File: src/hdl/dqw_consts.svh
// constants for the data qualifier word recognizer and its controller
// assumes inclusion by bare name from every file that needs them
`ifndef DQW_CONSTS_SVH
`define DQW_CONSTS_SVH

// ----------------------------------------------------------------
// register offsets of the controller
// ----------------------------------------------------------------
`define DQW_OFS_CTRL    12'h000
`define DQW_OFS_STAT    12'h004

// ----------------------------------------------------------------
// control register fields
// ----------------------------------------------------------------
`define DQW_CTRL_START  0
`define DQW_CTRL_IDLE   1
`define DQW_CTRL_PWRUP  2
`define DQW_CTRL_MEMRD  3
`define DQW_CTRL_INIT_N 4
`define DQW_CTRL_COMP   5
`define DQW_CTRL_TN_LO  8
`define DQW_CTRL_TN_HI  10

// ----------------------------------------------------------------
// test patterns, fill values and limits
// ----------------------------------------------------------------
`define DQW_PAT_0       4'hA
`define DQW_PAT_1       4'h1
`define DQW_PAT_2       4'hC
`define DQW_ALL_ONES    8'hFF
`define DQW_LAST_PWRUP  8'h04
`define DQW_LAST_FULL   8'hFF
`define DQW_LAST_IDX    2'h2
`define DQW_CTRL_RESET  16'h0010

`endif

File: src/hdl/dqw_pkg.sv
// types shared by both ends of the word recognizer link
// assumes nothing beyond a SystemVerilog compiler
package dqw_pkg;
  typedef logic [3:0]  dqw_nib_t;
  typedef logic [7:0]  dqw_byte_t;
  typedef logic [23:0] dqw_addr_t;
  typedef enum logic [2:0] {
    ST_IDLE, ST_LOAD, ST_WR_T, ST_WR_O, ST_RD_LOAD, ST_RD_STB, ST_RD_WAIT, ST_RD_CMP
  } dqw_state_t;
endpackage : dqw_pkg

File: src/hdl/dqw_if.sv
// link between the instrument controller and the word recognizer
// assumes both ends run on the same pclk
`timescale 1ns/1ps
interface dqw_if;
  dqw_pkg::dqw_addr_t login_input_bus;
  logic               login_load;
  logic               sample_clk_en;
  dqw_pkg::dqw_byte_t local_write_bus;
  logic               ram_a_write_strobe_n;
  logic               ram_b_write_strobe_n;
  logic               ram_c_write_strobe_n;
  logic               ram_c_write_strobe_alt_n;
  logic [2:0]         output_invert_select;
  logic               mem_read_flag;
  logic               module_init_n;
  logic               companion_qualifier;
  logic               qual_status_rd_n;
  dqw_pkg::dqw_byte_t qual_status_byte;

  modport ctl (
    output login_input_bus, login_load, sample_clk_en, local_write_bus,
    output ram_a_write_strobe_n, ram_b_write_strobe_n, ram_c_write_strobe_n,
    output ram_c_write_strobe_alt_n, output_invert_select, mem_read_flag,
    output module_init_n, companion_qualifier, qual_status_rd_n,
    input  qual_status_byte
  );
  modport dev (
    input  login_input_bus, login_load, sample_clk_en, local_write_bus,
    input  ram_a_write_strobe_n, ram_b_write_strobe_n, ram_c_write_strobe_n,
    input  ram_c_write_strobe_alt_n, output_invert_select, mem_read_flag,
    input  module_init_n, companion_qualifier, qual_status_rd_n,
    output qual_status_byte
  );
endinterface : dqw_if

File: src/hdl/dqw_ctl.sv
// instrument controller end: APB registers and the recognizer memory test
// assumes an APB master on pclk and the recognizer end on the same clock
//
// Summary of operation
// - three memories anded into the result
// - each address byte selects one memory
// - 256 four-bit entries per memory
// - memories A,B low nibble, C high
// - value on bus, strobe writes entry
// - address latched from login input bus
// - result inverted unless selects all low
// - memory read flag must stay low
// - master enable needs init, qualifier, edge
// - idle modules filled with all ones
// - status strobe reads result top nibble
// - stored nibble reads back unchanged
// - other memories hold ones during test
// - power-up checks entries 0..4 only
// - fill all, then read ascending, stop
// - three rotated passes per memory, nine
`timescale 1ns/1ps
`include "dqw_consts.svh"
module dqw_ctl (
  input  wire logic        pclk,
  input  wire logic        presetn,
  input  wire logic [11:0] paddr,
  input  wire logic        psel,
  input  wire logic        penable,
  input  wire logic        pwrite,
  input  wire logic [31:0] pwdata,
  output      logic [31:0] prdata,
  output      logic        pready,
  output      logic        pslverr,
  dqw_if.ctl               lnk
);
  import dqw_pkg::*;

  // ----------------------------------------------------------------
  // apb slave
  // ----------------------------------------------------------------
  logic        setup;
  logic        wr_acc;
  logic        hit_ctrl;
  logic        hit_stat;
  logic [15:0] ctrl_q;
  logic        start_q;
  logic [31:0] prdata_q;
  logic        pready_q;
  logic        pslverr_q;
  logic [31:0] stat_word;

  logic        busy_q;
  logic        done_q;
  logic        fail_q;
  logic        fill_only_q;
  dqw_byte_t   addr_q;
  dqw_byte_t   last_q;
  logic [1:0]  ram_q;
  logic [1:0]  pass_q;
  logic [1:0]  pidx_q;
  dqw_byte_t   fail_addr_q;
  dqw_nib_t    exp_q;
  dqw_nib_t    act_q;

  assign setup    = psel && !penable;
  assign wr_acc   = psel && penable && pready_q && pwrite;
  assign hit_ctrl = (paddr == `DQW_OFS_CTRL);
  assign hit_stat = (paddr == `DQW_OFS_STAT);
  assign stat_word = {8'h00, fail_addr_q, act_q, exp_q, pass_q, ram_q, 1'b0, fail_q, done_q, busy_q};

  // one wait-free access phase; data is fetched during setup
  always_ff @(posedge pclk or negedge presetn) begin
    if (!presetn) begin
      pready_q  <= 1'b0;
      pslverr_q <= 1'b0;
      prdata_q  <= '0;
    end else begin
      pready_q  <= setup;
      pslverr_q <= setup && !hit_ctrl && !hit_stat;
      if (setup && !pwrite) begin
        prdata_q <= hit_ctrl ? {16'h0000, ctrl_q} : (hit_stat ? stat_word : '0);
      end
    end
  end

  always_ff @(posedge pclk or negedge presetn) begin
    if (!presetn) begin
      ctrl_q  <= `DQW_CTRL_RESET;
      start_q <= 1'b0;
    end else begin
      start_q <= wr_acc && hit_ctrl && pwdata[`DQW_CTRL_START] && !busy_q;
      if (wr_acc && hit_ctrl) begin
        ctrl_q <= pwdata[15:0] & ~(16'h0001 << `DQW_CTRL_START);
      end
    end
  end

  assign prdata  = prdata_q;
  assign pready  = pready_q;
  assign pslverr = pslverr_q;

  // ----------------------------------------------------------------
  // test sequencer
  // ----------------------------------------------------------------
  dqw_state_t state_q;
  dqw_state_t state_d;
  dqw_nib_t   pat;
  logic       at_last;
  logic       mismatch;
  logic [1:0] pidx_inc;
  logic [1:0] pass_nx;

  // pattern rotates with address and pass
  always_comb begin
    case (pidx_q)
      2'h0:    pat = `DQW_PAT_0;
      2'h1:    pat = `DQW_PAT_1;
      default: pat = `DQW_PAT_2;
    endcase
  end

  assign at_last  = (addr_q == last_q);
  assign pidx_inc = (pidx_q == `DQW_LAST_IDX) ? 2'h0 : pidx_q + 2'h1;
  assign pass_nx  = (pass_q == `DQW_LAST_IDX) ? 2'h0 : pass_q + 2'h1;
  // top nibble compared, low bits masked
  assign mismatch = (lnk.qual_status_byte[7:4] != pat);

  always_comb begin
    state_d = state_q;
    case (state_q)
      ST_IDLE:    if (start_q) state_d = ST_LOAD;
      ST_LOAD:    state_d = ST_WR_T;
      ST_WR_T:    state_d = fill_only_q ? (at_last ? ST_IDLE : ST_LOAD) : ST_WR_O;
      ST_WR_O:    state_d = at_last ? ST_RD_LOAD : ST_LOAD;
      ST_RD_LOAD: state_d = ST_RD_STB;
      ST_RD_STB:  state_d = ST_RD_WAIT;
      ST_RD_WAIT: state_d = ST_RD_CMP;
      ST_RD_CMP: begin
        if (mismatch) begin
          state_d = ST_IDLE;
        end else if (!at_last) begin
          state_d = ST_RD_LOAD;
        end else if (pass_q == `DQW_LAST_IDX && ram_q == `DQW_LAST_IDX) begin
          state_d = ST_IDLE;
        end else begin
          state_d = ST_LOAD;
        end
      end
      default:    state_d = ST_IDLE;
    endcase
  end

  always_ff @(posedge pclk or negedge presetn) begin
    if (!presetn) begin
      state_q <= ST_IDLE;
    end else begin
      state_q <= state_d;
    end
  end

  // power-up run stops at entry 04
  always_ff @(posedge pclk or negedge presetn) begin
    if (!presetn) begin
      addr_q <= '0;
      last_q <= `DQW_LAST_FULL;
      pidx_q <= '0;
    end else if (state_q == ST_IDLE && start_q) begin
      addr_q <= '0;
      pidx_q <= '0;
      last_q <= ctrl_q[`DQW_CTRL_PWRUP] ? `DQW_LAST_PWRUP : `DQW_LAST_FULL;
    end else if (state_q == ST_WR_O || (state_q == ST_WR_T && fill_only_q)
                 || (state_q == ST_RD_CMP && !mismatch)) begin
      addr_q <= at_last ? 8'h00 : addr_q + 8'h01;
      if (!at_last) begin
        pidx_q <= pidx_inc;
      end else if (state_q == ST_RD_CMP) begin
        pidx_q <= (pass_q == `DQW_LAST_IDX) ? 2'h0 : pass_nx;
      end else begin
        pidx_q <= pass_q;
      end
    end
  end

  always_ff @(posedge pclk or negedge presetn) begin
    if (!presetn) begin
      ram_q  <= '0;
      pass_q <= '0;
    end else if (state_q == ST_IDLE && start_q) begin
      ram_q  <= '0;
      pass_q <= '0;
    end else if (state_q == ST_RD_CMP && !mismatch && at_last
                 && !(pass_q == `DQW_LAST_IDX && ram_q == `DQW_LAST_IDX)) begin
      pass_q <= pass_nx;
      if (pass_q == `DQW_LAST_IDX) begin
        ram_q <= ram_q + 2'h1;
      end
    end
  end

  always_ff @(posedge pclk or negedge presetn) begin
    if (!presetn) begin
      busy_q      <= 1'b0;
      done_q      <= 1'b0;
      fail_q      <= 1'b0;
      fill_only_q <= 1'b0;
      fail_addr_q <= '0;
      exp_q       <= '0;
      act_q       <= '0;
    end else if (state_q == ST_IDLE && start_q) begin
      busy_q      <= 1'b1;
      done_q      <= 1'b0;
      fail_q      <= 1'b0;
      fill_only_q <= ctrl_q[`DQW_CTRL_IDLE];
    end else if (state_q != ST_IDLE && state_d == ST_IDLE) begin
      busy_q <= 1'b0;
      done_q <= 1'b1;
      if (state_q == ST_RD_CMP && mismatch) begin
        fail_q      <= 1'b1;
        fail_addr_q <= addr_q;
        exp_q       <= pat;
        act_q       <= lnk.qual_status_byte[7:4];
      end
    end
  end

  // ----------------------------------------------------------------
  // link drive
  // ----------------------------------------------------------------
  dqw_addr_t  login_q;
  logic       load_q;
  dqw_byte_t  lwb_q;
  logic [2:0] wr_n_q;
  logic       rd_n_q;
  logic [2:0] hit;

  for (genvar r = 0; r < 3; r++) begin : g_hit
    assign hit[r] = (ram_q == 2'(r));
  end

  always_ff @(posedge pclk or negedge presetn) begin
    if (!presetn) begin
      login_q <= '0;
      load_q  <= 1'b0;
      lwb_q   <= `DQW_ALL_ONES;
      wr_n_q  <= 3'h7;
      rd_n_q  <= 1'b1;
    end else begin
      // same byte in all three fields
      login_q <= {3{addr_q}};
      load_q  <= (state_q == ST_LOAD) || (state_q == ST_RD_LOAD);
      lwb_q   <= (state_q == ST_WR_T && !fill_only_q) ? {pat, pat} : `DQW_ALL_ONES;
      // ones into the other two memories
      // each strobe low for one cycle
      wr_n_q  <= ~(({3{state_q == ST_WR_T}} & (hit | {3{fill_only_q}}))
                   | ({3{state_q == ST_WR_O}} & ~hit));
      rd_n_q  <= !(state_q == ST_RD_STB || state_q == ST_RD_WAIT);
    end
  end

  assign lnk.login_input_bus          = login_q;
  assign lnk.login_load               = load_q;
  // sample edge with each address load
  assign lnk.sample_clk_en            = load_q;
  assign lnk.local_write_bus          = lwb_q;
  assign lnk.ram_a_write_strobe_n     = wr_n_q[0];
  assign lnk.ram_b_write_strobe_n     = wr_n_q[1];
  assign lnk.ram_c_write_strobe_n     = wr_n_q[2];
  // alternate strobe unused by this controller
  assign lnk.ram_c_write_strobe_alt_n = 1'b1;
  assign lnk.qual_status_rd_n         = rd_n_q;
  assign lnk.output_invert_select = busy_q ? 3'h0 : ctrl_q[`DQW_CTRL_TN_HI:`DQW_CTRL_TN_LO];
  assign lnk.mem_read_flag        = busy_q ? 1'b0 : ctrl_q[`DQW_CTRL_MEMRD];
  assign lnk.module_init_n        = busy_q ? 1'b1 : ctrl_q[`DQW_CTRL_INIT_N];
  assign lnk.companion_qualifier  = busy_q ? 1'b1 : ctrl_q[`DQW_CTRL_COMP];
endmodule : dqw_ctl

File: src/flat_wrapper.sv
// flat-port wrapper written by rule: the top's interface ports become plain ports
module dqw_ctl_flat import dqw_pkg::*;
  (pclk, presetn, paddr, psel, penable, pwrite, pwdata, prdata, pready, pslverr, lnk_login_input_bus, lnk_login_load, lnk_sample_clk_en, lnk_local_write_bus, lnk_ram_a_write_strobe_n, lnk_ram_b_write_strobe_n, lnk_ram_c_write_strobe_n, lnk_ram_c_write_strobe_alt_n, lnk_output_invert_select, lnk_mem_read_flag, lnk_module_init_n, lnk_companion_qualifier, lnk_qual_status_rd_n, lnk_qual_status_byte);
  dqw_if lnk_i ();
  input  wire logic pclk;
  input  wire logic presetn;
  input  wire logic [11:0] paddr;
  input  wire logic psel;
  input  wire logic penable;
  input  wire logic pwrite;
  input  wire logic [31:0] pwdata;
  output      logic [31:0] prdata;
  output      logic pready;
  output      logic pslverr;
  output wire logic [$bits(lnk_i.login_input_bus)-1:0] lnk_login_input_bus;
  output wire logic [$bits(lnk_i.login_load)-1:0] lnk_login_load;
  output wire logic [$bits(lnk_i.sample_clk_en)-1:0] lnk_sample_clk_en;
  output wire logic [$bits(lnk_i.local_write_bus)-1:0] lnk_local_write_bus;
  output wire logic [$bits(lnk_i.ram_a_write_strobe_n)-1:0] lnk_ram_a_write_strobe_n;
  output wire logic [$bits(lnk_i.ram_b_write_strobe_n)-1:0] lnk_ram_b_write_strobe_n;
  output wire logic [$bits(lnk_i.ram_c_write_strobe_n)-1:0] lnk_ram_c_write_strobe_n;
  output wire logic [$bits(lnk_i.ram_c_write_strobe_alt_n)-1:0] lnk_ram_c_write_strobe_alt_n;
  output wire logic [$bits(lnk_i.output_invert_select)-1:0] lnk_output_invert_select;
  output wire logic [$bits(lnk_i.mem_read_flag)-1:0] lnk_mem_read_flag;
  output wire logic [$bits(lnk_i.module_init_n)-1:0] lnk_module_init_n;
  output wire logic [$bits(lnk_i.companion_qualifier)-1:0] lnk_companion_qualifier;
  output wire logic [$bits(lnk_i.qual_status_rd_n)-1:0] lnk_qual_status_rd_n;
  input wire logic [$bits(lnk_i.qual_status_byte)-1:0] lnk_qual_status_byte;
  assign lnk_login_input_bus = lnk_i.login_input_bus;
  assign lnk_login_load = lnk_i.login_load;
  assign lnk_sample_clk_en = lnk_i.sample_clk_en;
  assign lnk_local_write_bus = lnk_i.local_write_bus;
  assign lnk_ram_a_write_strobe_n = lnk_i.ram_a_write_strobe_n;
  assign lnk_ram_b_write_strobe_n = lnk_i.ram_b_write_strobe_n;
  assign lnk_ram_c_write_strobe_n = lnk_i.ram_c_write_strobe_n;
  assign lnk_ram_c_write_strobe_alt_n = lnk_i.ram_c_write_strobe_alt_n;
  assign lnk_output_invert_select = lnk_i.output_invert_select;
  assign lnk_mem_read_flag = lnk_i.mem_read_flag;
  assign lnk_module_init_n = lnk_i.module_init_n;
  assign lnk_companion_qualifier = lnk_i.companion_qualifier;
  assign lnk_qual_status_rd_n = lnk_i.qual_status_rd_n;
  assign lnk_i.qual_status_byte = lnk_qual_status_byte;
  dqw_ctl u_core (.pclk(pclk), .presetn(presetn), .paddr(paddr), .psel(psel), .penable(penable), .pwrite(pwrite), .pwdata(pwdata), .prdata(prdata), .pready(pready), .pslverr(pslverr), .lnk(lnk_i));
endmodule
File: config.mk
export PLATFORM = sky130hd
export DESIGN_NAME = dqw_ctl_flat
export DESIGN_NICKNAME = d
export VERILOG_FILES = /design/src/hdl/dqw_pkg.sv /design/src/hdl/dqw_if.sv /design/src/hdl/dqw_ctl.sv /design/src/flat_wrapper.sv
export VERILOG_INCLUDE_DIRS = /design/src /design/src/hdl
export SDC_FILE = /design/constraint.sdc
export NUM_CORES = 1
export LEC_CHECK = 0
export BUFFER_PORTS_ARGS = -buffer_cell sky130_fd_sc_hd__buf_2
export CORE_UTILIZATION = 55
export CTS_CLUSTER_DIAMETER = 200
export DETAILED_ROUTE_END_ITERATION = 7
export GPL_TIMING_DRIVEN = 0
export PLACE_DENSITY = 0.85
export SLEW_MARGIN = 30
export SYNTH_ARGS = -nofsm -noshare
export SYNTH_HDL_FRONTEND = slang
export SYNTH_SLANG_ARGS = --single-unit
File: constraint.sdc
create_clock -name pclk -period 6 [get_ports pclk]
set_input_delay 0.6 -clock pclk [delete_from_list [all_inputs] [get_ports pclk]]
set_output_delay 0.6 -clock pclk [all_outputs]
set_load 0.05 [all_outputs]
==> results.ini <==
[status]
status = complete, no violations

[global_routing]
antenna_found_initial = 0
grt_max_degree = 72
grt_pass1_vias = 3230
grt_pass1_wl_mm = 15.6
grt_overflow = 0
grtUsageTotal_pct = 24.4

[power]
p_leak_nw = 2.62
power_density_mw_per_mm2 = 208
vdd_drop_max_mv = 0.102

[critical_path]
r2r_end = u_core.act_q[0]
crit_fanout = 10
start_kind = input port
arrival_ns = 2.80
crit_path_end_kind = register
critPathCapture = u_core.ctrl_q[15]
rrSetupSlack_ns = 3.54
r2r-start = u_core.pidx_q[1]
crit_start = paddr[9]
rr_worst_depth = 7
crit_type = in -> reg
crit_required_ns = 6.25

[clock_tree]
clock_latency_ns = 0.36
root_buffer = clkbuf_8
ctsHoldBuffers = 0
cts_setup_buffers = 0
numClockSinks = 97
cts_resized = 0
cts_buffer_depth = 2
numCtsBuffers = 9
cts_tree = yes
clkTransAtPathRegs_ns = 0.09
cts_htree_levels = 3

[logic_synthesis]
synth.avg_cell_area_um2 = 11.5
synth.most_common_cell = dfrtp_1
yosys_register_bits = 97
yosysSeqAreaShare_pct = 55.0
yosys.area.top_type_share_pct = 49.1
syn_area_mm2 = 0.00444
synth_edf_count = 0
synth_cell_types = 51
ys_warn_count = 0
synthTopCellsByArea = dfrtp_1, mux2_2, dfstp_2, buf_4, nand2_1
async_flop_share_pct = 100
synth_top_area_cell = dfrtp_1
synth_common_cells = dfrtp_1, nand2_1, buf_4
synth_top_flop_cell = dfrtp_1
synth_cells = 385

[timing]
finalHoldWorstSlack_ns = 0.0859
relSlewSlack_pct = 49.4
setup_viol = 0
fin_worst_skew_ns = 0.0134
hold_violations = 0
fmax_mhz = 392
drv_slew = 0
period_needed_ns = 2.55
tightest_slew_ns = 0.758
rsz0062_at_grt = false
fin_tns_setup_ns = 0
finalWorstSetupSlack_ns = 3.45
post-route-period-util_pct = 42.5

[layout]
area_growth_pct = 20.3
fin_area_mm2 = 0.00534
diodes = 0
layout-drive-gt1-share_pct = 41.4
final_nets = 570
utilization_pct = 68.7

[floorplan]
die_y_um = 91.8
initial_core_util_pct = 57.1
io_pins = 136
dieArea_mm2 = 0.00843
die_x_um = 91.8
coreArea_mm2 = 0.00777
row_count = 32

[placed_design]
post-place-ws_ns = 3.09
port_buffers = 105
dp_hpwl_mm = 7.06
place_area_mm2 = 0.00515
routabilityCongestion = 0.906

[routing]
via_per_inst = 5.43
drt_wl_total_mm = 9.65
drt_iter0_markers = 201
num_vias = 3346
drc = 0
wl_per_cell_um = 15.7
ant_nets = 0
first_pass_iters = 4

[hold_path]
hold_path.class = in -> async

[flow_run]
maxCapViolCount = 0

critical path: stages:
cell	delay, ns
buf_2	0.09
nor4_1	0.28
nand3_1	0.40
nor3_2	0.68
buf_2	0.37
mux2_2	0.37
worst min path at each step:
stage / to / cells past startpoint / slack [ns]
detailed placement: u_core.prdata[8] / 1 / 0.47
global route: u_core.ctrl_q[10] / 1 / 0.09
finish: u_core.prdata[8] / 1 / 0.09
CTS: u_core.prdata[8] / 1 / 0.09
global placement: u_core.prdata[5] / 2 / 0.46
floorplan: u_core.act_q[0] / 0 / 0.30
final cells by class:
type	count	area (um^2)
well taps	102	128
fillers	607	2430
clock inverters	3	23.8
clock buffers	13	159
multi-input cells	241	1690
flip-flops and latches	97	2440
inverters	7	26.3
repair buffers	106	559
plain buffers	47	317
sequential cells by signal, indices dropped and copies added (netlist names), 3 cells and up:
signal                      count
u_core.lnk.local_write_bus      4
u_core.wr_n_q                   3
u_core.fail_addr_q              8
u_core.state_q                  3
u_core.ctrl_q                  15
u_core.exp_q                    4
u_core.prdata                  24
u_core.act_q                    4
u_core.lnk.login_input_bus      8
u_core.addr_q                   8
metrics by stage:
stage,power [W],instances
4_1_cts,0.00111,616
2_1_floorplan,0.000698,392
6_report,0.00111,616
3_5_place_dp,0.000730,600
5_1_grt,0.00115,616
3_3_place_gp,0.000726,599
kinds of logic (layout without fill, tap and decap cells):
logic type / Yosys count / count (layout) / share of synthesized area [%]
and+or+nand+nor: 108 / 108 / 12.9
other: 2 / 9 / 0.169
AOI/OAI and AO/OA: 73 / 73 / 11.8
muxes: 44 / 44 / 10.7
DFF: 97 / 97 / 55.0
xor gates and xnor gates: 3 / 3 / 0.592
adders and majority gates: 4 / 4 / 1.13
buffers and inverters: 54 / 176 / 7.73
cells in the final DEF (no fill, tap or decap), types with 2 or more instances in the layout:
cell,instances
buf_6,4
buf_4,30
nand3_1,6
o211ai_1,3
clkbuf_1,12
nor3_1,6
nor2b_1,6
nor3_2,3
a211oi_1,2
mux2_2,29
or2_2,4
or4_4,2
or3_1,6
dfrtp_1,87
ha_1,4
xnor2_1,2
a21o_1,3
a211o_1,2
a22o_1,14
buf_2,107
nor4_1,5
and3_1,3
nand2_1,42
mux2i_1,15
clkinvlp_4,2
nand2b_1,2
clkbuf_8,11
o221ai_1,3
a21oi_1,10
conb_1,9
o31ai_1,16
dfstp_2,10
nand4bb_1,2
o21ai_0,13
nor2_1,13
inv_1,7
routing by layer:
layer | wire, um | vias up | part of all wire (%) | global-route usage (%)
met3 | 496 | 24 | 5.1 | 3.40
met1 | 3980 | 1615 | 41 | 30.1
li1 | - | 1588 | - | -
met4 | 250 | 0 | 2.6 | 12.1
met2 | 4920 | 119 | 51 | 42.1
met5 | 0 | - | 0 | 0
where the power goes:
part	internal, W	switching, W
Clock	0.000175	0.000217
Combinational	0.0000197	0.0000413
Sequential	0.000655	0.000000896
Total	0.000850	0.000259
No activity file was read; power rests on OpenSTA's default activity.
